[src/sof_pkg.sv]
// package for the stream output formatter: register offsets, field positions, reset values
// assumes one 200 MHz clock and a byte addressed 64KB local memory made of four banks
// Functional notes
// - input samples are complex, 24 bits real and 24 bits imaginary
// - 16-bit start address spans all four 16KB banks, any bank as destination
// - sample count holds samples per iteration minus one, in samples
// - samples beyond the count in an iteration are discarded
// - each written sample lands at previous address plus the sample stride
// - each iteration starts at previous start plus the iteration offset
// - leading skip samples are dropped, count plus one minus skip stored
// - real select stores only real part, otherwise real and imaginary
// - width select 0 gives 16-bit parts, 1 gives 32-bit parts
// - signed mode sign-extends added bits and saturates signed on removal
// - 8-bit scale sets the shift used in width conversion
// - conjugate on complex output negates the imaginary part
// - 4-bit status flags per-bank dma collisions, msb is bank zero
// - a set mask bit suppresses that bank's collision indication
// - writing one to a clear bit clears that collision flag
// - 16-bit output drops scale low bits and saturates the top excess
// - 32-bit output extends top by scale bits, pads 8 minus scale zeros
// - bit-reversed transform output is stored in natural index order
// - one complex sample per clock is accepted and written
package sof_pkg;

  // ****************************
  // register offsets
  // ****************************
  localparam logic [7:0] SOF_OFS_START = 8'h00;
  localparam logic [7:0] SOF_OFS_COUNT = 8'h04;
  localparam logic [7:0] SOF_OFS_STRIDE = 8'h08;
  localparam logic [7:0] SOF_OFS_ITER_OFS = 8'h0C;
  localparam logic [7:0] SOF_OFS_SKIP = 8'h10;
  localparam logic [7:0] SOF_OFS_FORMAT = 8'h14;
  localparam logic [7:0] SOF_OFS_COLL_STAT = 8'h18;
  localparam logic [7:0] SOF_OFS_COLL_MASK = 8'h1C;
  localparam logic [7:0] SOF_OFS_COLL_CLR = 8'h20;
  localparam logic [7:0] SOF_OFS_CTRL = 8'h24;
  localparam logic [7:0] SOF_OFS_ITERS = 8'h28;
  localparam logic [7:0] SOF_OFS_SRC_COUNT = 8'h2C;
  localparam logic [7:0] SOF_OFS_XFORM = 8'h30;

  // ****************************
  // field positions
  // ****************************
  localparam int SOF_FMT_REAL_BIT = 0;
  localparam int SOF_FMT_WIDE_BIT = 1;
  localparam int SOF_FMT_SIGNED_BIT = 2;
  localparam int SOF_FMT_CONJ_BIT = 3;
  localparam int SOF_FMT_SCALE_LSB = 8;
  localparam int SOF_CTRL_START_BIT = 0;
  localparam int SOF_XFORM_REV_BIT = 4;

  // ****************************
  // widths and limits
  // ****************************
  localparam int SOF_SAMPLE_W = 24;
  localparam int SOF_ADDR_W = 16;
  localparam int SOF_COUNT_W = 12;
  localparam int SOF_SKIP_W = 10;
  localparam int SOF_SCALE_W = 8;
  localparam int SOF_BANKS = 4;
  localparam int SOF_STRIDE_W = 15;
  localparam logic [7:0] SOF_SCALE_MAX = 8'h08;

  // ****************************
  // reset values
  // ****************************
  localparam logic [15:0] SOF_RST_START = 16'h0000;
  localparam logic [11:0] SOF_RST_COUNT = 12'h000;
  localparam logic [14:0] SOF_RST_STRIDE = 15'h0000;
  localparam logic [9:0] SOF_RST_SKIP = 10'h000;
  localparam logic [7:0] SOF_RST_SCALE = 8'h00;
  localparam logic [3:0] SOF_RST_BANK = 4'h0;
  localparam logic [3:0] SOF_RST_LOG2 = 4'h0;

  // memory write size codes
  localparam logic [1:0] SOF_SIZE_2B = 2'h1;
  localparam logic [1:0] SOF_SIZE_4B = 2'h2;
  localparam logic [1:0] SOF_SIZE_8B = 2'h3;

endpackage

[src/sof_top.sv]
// stream output formatter: register file, sample formatting and 2-D destination addressing
// assumes the sample stream, memory port and dma bank flags all run on clk
//
// Decided for this implementation: the strobed register port and the register addresses.
`timescale 1ns/1ps
module sof_top (
  // clock and reset
  input wire logic clk,
  input wire logic rst_n,
  // register port
  input wire logic [7:0] reg_addr,
  input wire logic [31:0] reg_wdata,
  input wire logic reg_wr,
  input wire logic reg_rd,
  output logic [31:0] reg_rdata,
  // sample stream from the computational unit
  input wire logic in_valid,
  input wire logic [sof_pkg::SOF_SAMPLE_W-1:0] in_re,
  input wire logic [sof_pkg::SOF_SAMPLE_W-1:0] in_im,
  output logic in_ready,
  // destination memory write port
  output logic mem_we,
  output logic [sof_pkg::SOF_ADDR_W-1:0] mem_addr,
  output logic [63:0] mem_wdata,
  output logic [1:0] mem_size,
  // dma bank activity, bit i is bank i
  input wire logic [sof_pkg::SOF_BANKS-1:0] dma_bank_access,
  // level, high while an unmasked collision flag is set
  output logic coll_err
);
  import sof_pkg::*;

  // ****************************
  // registers
  // ****************************
  logic [SOF_ADDR_W-1:0] start_reg;
  logic [SOF_COUNT_W-1:0] count_reg;
  logic [SOF_STRIDE_W-1:0] stride_reg;
  logic [SOF_STRIDE_W-1:0] iter_ofs_reg;
  logic [SOF_SKIP_W-1:0] skip_reg;
  logic real_reg;
  logic wide_reg;
  logic signed_reg;
  logic conj_reg;
  logic [SOF_SCALE_W-1:0] scale_reg;
  logic [SOF_BANKS-1:0] coll_stat_reg;
  logic [SOF_BANKS-1:0] coll_mask_reg;
  logic [SOF_COUNT_W-1:0] iters_reg;
  logic [SOF_COUNT_W-1:0] src_count_reg;
  logic rev_reg;
  logic [3:0] log2_reg;
  logic busy_reg;
  logic [SOF_COUNT_W-1:0] idx_reg;
  logic [SOF_COUNT_W-1:0] iter_reg;
  logic [SOF_ADDR_W-1:0] base_reg;

  logic wr_hit;
  logic take;
  logic last_in_iter;
  logic [SOF_COUNT_W-1:0] nat_idx;
  logic [SOF_COUNT_W:0] rel_idx;
  logic keep;
  logic [27:0] offset_bytes;
  logic [31:0] re_word;
  logic [31:0] im_word;
  logic [SOF_SCALE_W-1:0] scale_eff;

  assign wr_hit = reg_wr;
  assign take = in_valid && busy_reg;
  assign last_in_iter = (idx_reg == src_count_reg);

  // ****************************
  // helper functions
  // ****************************
  // natural index of a bit-reversed arrival index for a 2^log2 transform
  function automatic logic [SOF_COUNT_W-1:0] bit_rev(input logic [SOF_COUNT_W-1:0] k,
                                                     input logic [3:0] lg);
    logic [SOF_COUNT_W-1:0] r;
    r = k;
    for (int i = 0; i < SOF_COUNT_W; i++) begin
      if (i < int'(lg)) begin
        r[i] = k[int'(lg) - 1 - i];
      end
    end
    return r;
  endfunction

  // one 24-bit part to a 16-bit or 32-bit word, scale clamped to 8
  function automatic logic [31:0] fmt_part(input logic [23:0] x, input logic [7:0] sc,
                                           input logic sgn, input logic wide);
    logic [31:0] ext;
    logic [31:0] shr;
    logic [31:0] res;
    ext = sgn ? {{8{x[23]}}, x} : {8'h00, x};
    res = 32'h00000000;
    if (wide) begin
      res = ext << (SOF_SCALE_MAX - sc);
    end else begin
      shr = sgn ? 32'($signed(ext) >>> sc) : (ext >> sc);
      if (sgn) begin
        if ($signed(shr) > $signed(32'h00007FFF)) begin
          res = 32'h00007FFF;
        end else if ($signed(shr) < $signed(32'hFFFF8000)) begin
          res = 32'h00008000;
        end else begin
          res = {16'h0000, shr[15:0]};
        end
      end else begin
        res = (shr > 32'h0000FFFF) ? 32'h0000FFFF : shr;
      end
    end
    return res;
  endfunction

  // ****************************
  // register writes
  // ****************************
  always_ff @(posedge clk or negedge rst_n) begin
    if (!rst_n) begin
      start_reg <= SOF_RST_START;
      count_reg <= SOF_RST_COUNT;
      stride_reg <= SOF_RST_STRIDE;
      iter_ofs_reg <= SOF_RST_STRIDE;
      skip_reg <= SOF_RST_SKIP;
      real_reg <= 1'b0;
      wide_reg <= 1'b0;
      signed_reg <= 1'b0;
      conj_reg <= 1'b0;
      scale_reg <= SOF_RST_SCALE;
      coll_mask_reg <= SOF_RST_BANK;
      iters_reg <= SOF_RST_COUNT;
      src_count_reg <= SOF_RST_COUNT;
      rev_reg <= 1'b0;
      log2_reg <= SOF_RST_LOG2;
    end else if (wr_hit) begin
      unique case (reg_addr)
        SOF_OFS_START: start_reg <= reg_wdata[SOF_ADDR_W-1:0];
        SOF_OFS_COUNT: count_reg <= reg_wdata[SOF_COUNT_W-1:0];
        SOF_OFS_STRIDE: stride_reg <= reg_wdata[SOF_STRIDE_W-1:0];
        SOF_OFS_ITER_OFS: iter_ofs_reg <= reg_wdata[SOF_STRIDE_W-1:0];
        SOF_OFS_SKIP: skip_reg <= reg_wdata[SOF_SKIP_W-1:0];
        SOF_OFS_FORMAT: begin
          real_reg <= reg_wdata[SOF_FMT_REAL_BIT];
          wide_reg <= reg_wdata[SOF_FMT_WIDE_BIT];
          signed_reg <= reg_wdata[SOF_FMT_SIGNED_BIT];
          conj_reg <= reg_wdata[SOF_FMT_CONJ_BIT];
          scale_reg <= reg_wdata[SOF_FMT_SCALE_LSB +: SOF_SCALE_W];
        end
        SOF_OFS_COLL_MASK: coll_mask_reg <= reg_wdata[SOF_BANKS-1:0];
        SOF_OFS_ITERS: iters_reg <= reg_wdata[SOF_COUNT_W-1:0];
        SOF_OFS_SRC_COUNT: src_count_reg <= reg_wdata[SOF_COUNT_W-1:0];
        SOF_OFS_XFORM: begin
          rev_reg <= reg_wdata[SOF_XFORM_REV_BIT];
          log2_reg <= reg_wdata[3:0];
        end
        default: begin
        end
      endcase
    end
  end

  // ****************************
  // register reads
  // ****************************
  always_ff @(posedge clk or negedge rst_n) begin
    if (!rst_n) begin
      reg_rdata <= 32'h00000000;
    end else if (reg_rd) begin
      unique case (reg_addr)
        SOF_OFS_START: reg_rdata <= {16'h0000, start_reg};
        SOF_OFS_COUNT: reg_rdata <= {20'h00000, count_reg};
        SOF_OFS_STRIDE: reg_rdata <= {17'h00000, stride_reg};
        SOF_OFS_ITER_OFS: reg_rdata <= {17'h00000, iter_ofs_reg};
        SOF_OFS_SKIP: reg_rdata <= {22'h000000, skip_reg};
        SOF_OFS_FORMAT: reg_rdata <= {16'h0000, scale_reg, 4'h0,
                                      conj_reg, signed_reg, wide_reg, real_reg};
        SOF_OFS_COLL_STAT: reg_rdata <= {28'h0000000, coll_stat_reg};
        SOF_OFS_COLL_MASK: reg_rdata <= {28'h0000000, coll_mask_reg};
        SOF_OFS_CTRL: reg_rdata <= {31'h00000000, busy_reg};
        SOF_OFS_ITERS: reg_rdata <= {20'h00000, iters_reg};
        SOF_OFS_SRC_COUNT: reg_rdata <= {20'h00000, src_count_reg};
        SOF_OFS_XFORM: reg_rdata <= {27'h0000000, rev_reg, log2_reg};
        default: reg_rdata <= 32'h00000000;
      endcase
    end else begin
      reg_rdata <= 32'h00000000;
    end
  end

  // ****************************
  // iteration sequencing
  // ****************************
  // a start while busy is ignored so a running pass is never restarted mid-iteration
  always_ff @(posedge clk or negedge rst_n) begin
    if (!rst_n) begin
      busy_reg <= 1'b0;
      idx_reg <= SOF_RST_COUNT;
      iter_reg <= SOF_RST_COUNT;
      base_reg <= SOF_RST_START;
    end else if (!busy_reg) begin
      if (wr_hit && reg_addr == SOF_OFS_CTRL && reg_wdata[SOF_CTRL_START_BIT]) begin
        busy_reg <= 1'b1;
        idx_reg <= SOF_RST_COUNT;
        iter_reg <= SOF_RST_COUNT;
        base_reg <= start_reg;
      end
    end else if (take) begin
      if (last_in_iter) begin
        idx_reg <= SOF_RST_COUNT;
        iter_reg <= iter_reg + 12'h001;
        base_reg <= base_reg + {1'b0, iter_ofs_reg};
        if (iter_reg == iters_reg) begin
          busy_reg <= 1'b0;
        end
      end else begin
        idx_reg <= idx_reg + 12'h001;
      end
    end
  end

  always_ff @(posedge clk or negedge rst_n) begin
    if (!rst_n) begin
      in_ready <= 1'b0;
    end else begin
      in_ready <= busy_reg && !(take && last_in_iter && iter_reg == iters_reg);
    end
  end

  // ****************************
  // addressing
  // ****************************
  // writes go straight to the natural slot, so no reorder buffer is needed
  assign nat_idx = rev_reg ? bit_rev(idx_reg, log2_reg) : idx_reg;
  assign rel_idx = {1'b0, nat_idx} - {3'h0, skip_reg};
  assign keep = (nat_idx >= {2'h0, skip_reg}) && (nat_idx <= count_reg);
  assign offset_bytes = 28'(rel_idx[SOF_COUNT_W-1:0] * stride_reg);

  // ****************************
  // formatting
  // ****************************
  assign scale_eff = (scale_reg > SOF_SCALE_MAX) ? SOF_SCALE_MAX : scale_reg;
  assign re_word = fmt_part(in_re, scale_eff, signed_reg, wide_reg);

  // negating the most negative input would wrap, so it saturates instead
  always_comb begin
    logic [23:0] im_src;
    im_src = in_im;
    if (conj_reg && !real_reg) begin
      im_src = (in_im == 24'h800000) ? 24'h7FFFFF : 24'(-in_im);
    end
    im_word = fmt_part(im_src, scale_eff, signed_reg, wide_reg);
  end

  // ****************************
  // memory write port
  // ****************************
  always_ff @(posedge clk or negedge rst_n) begin
    if (!rst_n) begin
      mem_we <= 1'b0;
      mem_addr <= SOF_RST_START;
      mem_wdata <= 64'h0000000000000000;
      mem_size <= SOF_SIZE_2B;
    end else begin
      mem_we <= take && keep;
      mem_addr <= base_reg + offset_bytes[SOF_ADDR_W-1:0];
      if (real_reg) begin
        mem_wdata <= {32'h00000000, wide_reg ? re_word : {16'h0000, re_word[15:0]}};
        mem_size <= wide_reg ? SOF_SIZE_4B : SOF_SIZE_2B;
      end else if (wide_reg) begin
        mem_wdata <= {im_word, re_word};
        mem_size <= SOF_SIZE_8B;
      end else begin
        mem_wdata <= {32'h00000000, im_word[15:0], re_word[15:0]};
        mem_size <= SOF_SIZE_4B;
      end
    end
  end

  // ****************************
  // bank collision flags
  // ****************************
  // status bit 3 is bank 0; a new collision beats a clear in the same cycle
  always_ff @(posedge clk or negedge rst_n) begin
    if (!rst_n) begin
      coll_stat_reg <= SOF_RST_BANK;
    end else begin
      for (int b = 0; b < SOF_BANKS; b++) begin
        if (mem_we && mem_addr[15:14] == 2'(b) && dma_bank_access[b]) begin
          coll_stat_reg[SOF_BANKS-1-b] <= 1'b1;
        end else if (wr_hit && reg_addr == SOF_OFS_COLL_CLR &&
                     reg_wdata[SOF_BANKS-1-b]) begin
          coll_stat_reg[SOF_BANKS-1-b] <= 1'b0;
        end
      end
    end
  end

  always_ff @(posedge clk or negedge rst_n) begin
    if (!rst_n) begin
      coll_err <= 1'b0;
    end else begin
      coll_err <= |(coll_stat_reg & ~coll_mask_reg);
    end
  end

endmodule

[config.mk]
export PLATFORM = sky130hd
export DESIGN_NAME = sof_top
export DESIGN_NICKNAME = d
export VERILOG_FILES = /design/src/sof_pkg.sv /design/src/sof_top.sv
export SDC_FILE = /design/constraint.sdc
export NUM_CORES = 1
export LEC_CHECK = 0
export ABC_AREA = 1
export BUFFER_PORTS_ARGS = -buffer_cell sky130_fd_sc_hd__buf_2
export CELL_PAD_IN_SITES_DETAIL_PLACEMENT = 0
export CELL_PAD_IN_SITES_GLOBAL_PLACEMENT = 1
export CORE_ASPECT_RATIO = 0.5
export CORE_UTILIZATION = 25
export CTS_CLUSTER_SIZE = 10
export DETAILED_ROUTE_END_ITERATION = 8
export GPL_TIMING_DRIVEN = 0
export PLACE_DENSITY = 0.62
export SLEW_MARGIN = 20
export SYNTH_ARGS = -nofsm -noshare
export SYNTH_HDL_FRONTEND = slang
export SYNTH_SLANG_ARGS = --single-unit
[constraint.sdc]
create_clock -name clk -period 19.7 [get_ports clk]
set_input_delay 2.955 -clock clk [delete_from_list [all_inputs] [get_ports clk]]
set_output_delay 2.955 -clock clk [all_outputs]
set_load 0.05 [all_outputs]
* After elaboration in Yosys (flattened, before gate mapping)
Index checks and enable logic that the tools add are counted.
** Word-level totals
- Flip-flop bits (word level) :: 275
** Operators by class
- Add/sub/neg operators :: 19
- Multiply operators :: 1
- $lt $le $gt $ge :: 33
- Equality and inequality tests :: 20
- Shifts and indexed selects :: 6
- Multiplexer cells :: 98
- Bitwise gates (word level) :: 2
- Reductions and logical operators :: 44
** Operators with widths (number)
- $mux W32 :: 12
- $lt A32 B6 Y1 const B :: 10
- $pmux W16 S12 :: 1
- $gt A32 B16 Y1 const B :: 4
- $mux W16 :: 8
- $mux W64 :: 2
- $mux W12 :: 8
- $lt A32 B16 Y1 const B :: 2
- $shl A32 B8 Y32 :: 2
- $shr A32 B8 Y32 :: 2
- $sshr A32 B8 Y32 :: 2
- $mux W1 :: 50
- $bmux W1 S4 :: 12
- $mux W24 :: 2
- $eq A8 B6 Y1 const B :: 5
- $eq A8 B5 Y1 const B :: 4
- $add A12 B1 Y12 const B :: 2
- $eq A12 B12 Y1 :: 2
- $eq A24 B24 Y1 const B :: 1
- $neg A24 Y24 :: 1
- $sub A5 B4 Y6 const B :: 4
- $sub A5 B5 Y6 const B :: 4
- $logic_and A1 B1 Y1 :: 22
- $reduce_and A2 Y1 :: 11
- other kinds (32) :: 50

* Longest topological paths before layout
- Depth in word-level cells :: 13
- Depth in mapped cells :: 49
- Depth with buffers taken out :: 47

* Worst setup path after synthesis
No wires, ideal clock.
- Path type :: flip-flop to flip-flop
- Start :: register log2_reg[0]
- End :: register mem_addr[15] in the netlist's numbering
- Arrival time :: 7900 ps
- Data required time :: 19584 ps
- Setup slack :: 11684 ps
- Cell stages (with the launch flop) :: 46
- Buffers on the path :: 4
- Clock period less this slack :: 8016 ps
- Path through :: dfrtp_1 > buf_2 > buf_2 > inv_1 > ha_1 > clkbuf_1 > xnor2_1 > clkbuf_1 > o21ai_0 > o21ai_0 > nand2_1 > a31oi_1 > inv_1 > ha_1 > nand3_1 > nand3_1 > nand2_1 > nand2_1 > [10 not listed] > fa_1 > fa_1 > fa_1 > fa_1 > inv_1 > fa_1 > inv_1 > ha_1 > inv_1 > nor3_1 > nand3_1 > o2111ai_1 > xor2_1 > nand3_1 > nand2_1 > inv_1 > nand2_1 > nand2_1
** Between the ends
- Word-level cells in the longest chain between the ends :: 10
- Elaborated cells between the ends (all ways) :: 76
- Classes of those cells :: add/sub (14); mul (1); order compare (12); mux (49)
** Ends and longest elaborated chain
- from (decl) :: RTL line sof_top.sv:51 : logic [3:0] log2_reg;
- from (signal assigned) :: RTL line sof_top.sv:154 : log2_reg <= reg_wdata[3:0];
- $sub A4 B1 Y5 :: RTL line sof_top.sv:82 : r[i] = k[int'(lg) - 1 - i];
- $sub A5 B2 Y6 (tied with other cells) :: RTL line sof_top.sv:82
- $bmux W1 S4 :: RTL line sof_top.sv:82
- $mux W1 (not written as such) (2 in series) :: RTL line sof_top.sv:82
- $mux W1 :: RTL line sof_top.sv:81 : if (i < int'(lg)) begin
- $mux W12 * :: RTL line sof_top.sv:233 : assign nat_idx = rev_reg ? bit_rev(idx_reg, log2_reg) : idx_reg;
- $sub A12 B10 Y12 * :: RTL line sof_top.sv:234 : assign rel_idx = {1'b0, nat_idx} - {3'h0, skip_reg};
- $mul A12 B15 Y16 * :: RTL line sof_top.sv:236 : assign offset_bytes = 28'(rel_idx[SOF_COUNT_W-1:0] * stride_reg);
- $add A16 B16 Y16 * :: RTL line sof_top.sv:265 : mem_addr <= base_reg + offset_bytes[SOF_ADDR_W-1:0];
- to (signal assigned) :: RTL line sof_top.sv:265
- to (decl) :: RTL line sof_top.sv:23 : output logic [sof_pkg::SOF_ADDR_W-1:0] mem_addr,
Mark *: on every way between the ends. The rest lies on a longest branch, timed or not. The select of a mux whose other input is x is not followed.
A chain may end at the register's enable or synchronous reset.

* Worst setup path after layout
Same ends and word-level chain as after synthesis.

==> results.ini <==
[clock_tree]
hold_buffers = 0
ctsResizeCount = 0
post-cts-setup-buffer-count = 0
cts_tree = built
root_buffer = clkbuf_16
cts.sinks = 259
htree_levels = 2
cts_made_buffers = 34
clkSlewWorstSetupHoldPaths_ns = 0.06
clk_path_buf_depth = 3
clk_latency_ns = 0.58

[layout]
multi_input_area_sq_um = 13550
regArea_sq_um = 6482
final_common_cell = nand2_1
largest-register = mem_wdata
fin_util = 0.2958
area_growth_pct = 15.68
stdcell_count = 4633
num-nets-final = 3731
finalInstanceArea_sq_um = 25770
final_cell_mix = nand2_1, inv_1, o21ai_0
drive_gt1_frac = 0.09587
largest_register_ffs = 64
antenna_cells = 0
num-fill-cells = 9746

[global_route]
grt_pass1_wl_um = 141800
antenna_found_initial = 1
overflow = 0
grt_max_degree = 85
track_usage = 0.2090
grt_pass1_vias = 22050

[timing]
fmax_ghz = 0.1048
rsz0062_at_grt = no
setup_viol = 0
drv_slew = 0
max_slew.worst_pin.slew_ns = 1.065
setup_tns_ns = 0
skew_ns = 0.03197
finalHoldViolations = 0
slew_headroom = 0.2874
min_period_over_period = 0.4843
fin_crit_ns = 9.540

[placement]
gp_congestion = 0.9364
dp.cells = 4584
postPlaceCellArea_sq_um = 24790
dp_hpwl_um = 76020
port_buffers = 181

[routing]
drtAntennaViolNets = 0
routed_wl_um = 94410
drt_iter0_markers = 2161
viasPerCell = 4.885
drt-pass1-iter-count = 9
drcViolationCount = 2
wire_per_inst_um = 20.38
via_count = 22630

[critical_path]
crit_arrival_ns = 10.01
crit_type = reg -> reg
setup.worst_path.end_class = flop
setup.worst_path.start_class = flop
critPathMaxStageDelay_ns = 0.55
critPathLaunch = log2_reg[0]$_DFFE_PN0P_
cp_data_required_time_ns = 20.17
crit_fanout = 10
r2r_slack_ns = 10.16
r2r_start = log2_reg[0]$_DFFE_PN0P_
crit_top_cell = nand2_1
critPathSlowestCell = fa_1
rr_worst_depth = 45
r2r_end = mem_addr[15]$_DFF_PN0_

[logic_synthesis]
netlist_area_sq_um = 22280
synth_top_family_by_area = simple AND/OR/NAND/NOR gates
synth-seq-cells = 259
synthFlopType = dfrtp_1
synth.top_cell.area_share = 0.2898
synth_edf_count = 0
ys_warn_count = 0
synthMuxAreaShare = 0.008987
yosys.area_share.xor_xnor = 0.02556
yosys.area_share.adder = 0.1350
yosysTopAreaCell = dfrtp_1
synth_area_leaders = dfrtp_1, nand2_1, fa_1
netlist_instances = 3215
synth-simple-area-share = 0.2751
ys_types = 67
syn_avg_cell_area_sq_um = 6.928
yosysSeqAreaShare = 0.2910
synth_compound_area_frac = 0.1611
async_flop_share = 1.000

[floorplanning]
dieArea_sq_um = 90370
die_height_um = 213.1
start_util = 0.2557
io_pins = 214
fp.dieW_um = 424.1
core_sq_um = 87100
num_rows = 76

[power_and_ir_drop]
leakagePower_nw = 12.45
power_density_nw_per_um2 = 80.79
irDropWorstVdd_v = 0.00005046

[min_path]
worstHoldStart = scale_reg[1]$_DFFE_PN0P_
whs_endpoint = scale_reg[1]$_DFFE_PN0P_
whs_path_depth = 2
hold_path.class = reg -> reg

[status]
status = finished, violations left
violations = DRC

[run]
drv_cap = 0

## critical path: cells and delay by family, from the launching register on
kind	cells	cell delay, ns
AOI/OAI and AO/OA	6	1.33
adders and majority gates	8	3.58
DFF	1	0.42
and+or+nand+nor	18	1.91
buffers and inverters	11	1.74
xor gates and xnor gates	2	0.47
## synthesized netlist by cell type (9+ instances only)
| master | number |
|---|---|
| a221oi_1 | 17 |
| o21ai_0 | 345 |
| o22ai_1 | 14 |
| ha_1 | 90 |
| inv_2 | 12 |
| a31oi_1 | 18 |
| nand3_1 | 192 |
| clkbuf_1 | 92 |
| buf_1 | 22 |
| mux2i_1 | 20 |
| fa_1 | 94 |
| or2_2 | 19 |
| nor2_1 | 275 |
| dfrtp_1 | 258 |
| o221ai_1 | 9 |
| nor3_1 | 34 |
| a21oi_1 | 127 |
| o21ai_1 | 31 |
| buf_2 | 21 |
| buf_4 | 22 |
| inv_1 | 400 |
| o211ai_1 | 20 |
| xor2_1 | 45 |
| xnor2_1 | 20 |
| nand2_1 | 865 |
| nand4_1 | 34 |
## cells by family (layout without fill, tap and decap cells)
family	after synthesis	in the layout
flip-flops	259	259
other	1	16
AND/OR/NAND/NOR	1466	1466
XOR/XNOR	65	65
buffers and inverters	579	812
multiplexers	20	20
AO/OA/AOI/OAI	641	641
adder cells (fa/ha/maj)	184	184
## metal layers
metal	track usage	part of all wire	vias to the layer above	wire length [um]
li1	-	-	10880	-
met1	0.2852	0.46	10990	43340
met2	0.3468	0.46	643	43670
met3	0.01937	0.045	125	4245
met4	0.07021	0.033	0	3154
met5	0	0	-	0
## where the power goes
| part | internal [mW] | switching [mW] |
|---|---|---|
| Sequential | 0.582 | 0.0434 |
| Clock | 0.319 | 0.267 |
| Combinational | 0.241 | 0.628 |
## worst max-delay path by stage
stage / endpoint / cells past startpoint
2_1_floorplan: mem_addr[15]$_DFF_PN0_ / 45
4_1_cts: mem_addr[15]$_DFF_PN0_ / 45
3_3_place_gp: mem_addr[15]$_DFF_PN0_ / 45
5_1_grt: mem_addr[15]$_DFF_PN0_ / 45
6_report: mem_addr[15]$_DFF_PN0_ / 45
3_5_place_dp: mem_addr[15]$_DFF_PN0_ / 45
## per-stage QoR
step                setup WS, ns  power, mW  hold WS, ns
detailed placement         10.10      1.498       0.4726
floorplan                  11.68      1.208       0.4530
global placement           10.06      1.496       0.4657
finish                     10.16      2.082       0.4799
global route               9.237      2.219       0.5028
CTS                        10.06      2.098       0.4872
## area by class of cell
class	instances	share of cell area
Inverter	418	0.06099
Clock inverter	8	0.003787
Timing Repair Buffer	184	0.03875
Multi-Input combinational cell	2392	0.5260
Clock buffer	41	0.03404
Buffer	161	0.02811
Sequential cell	259	0.2516
Tap cell	1170	0.05681
Note: power is estimated with default switching activity, not from simulation.
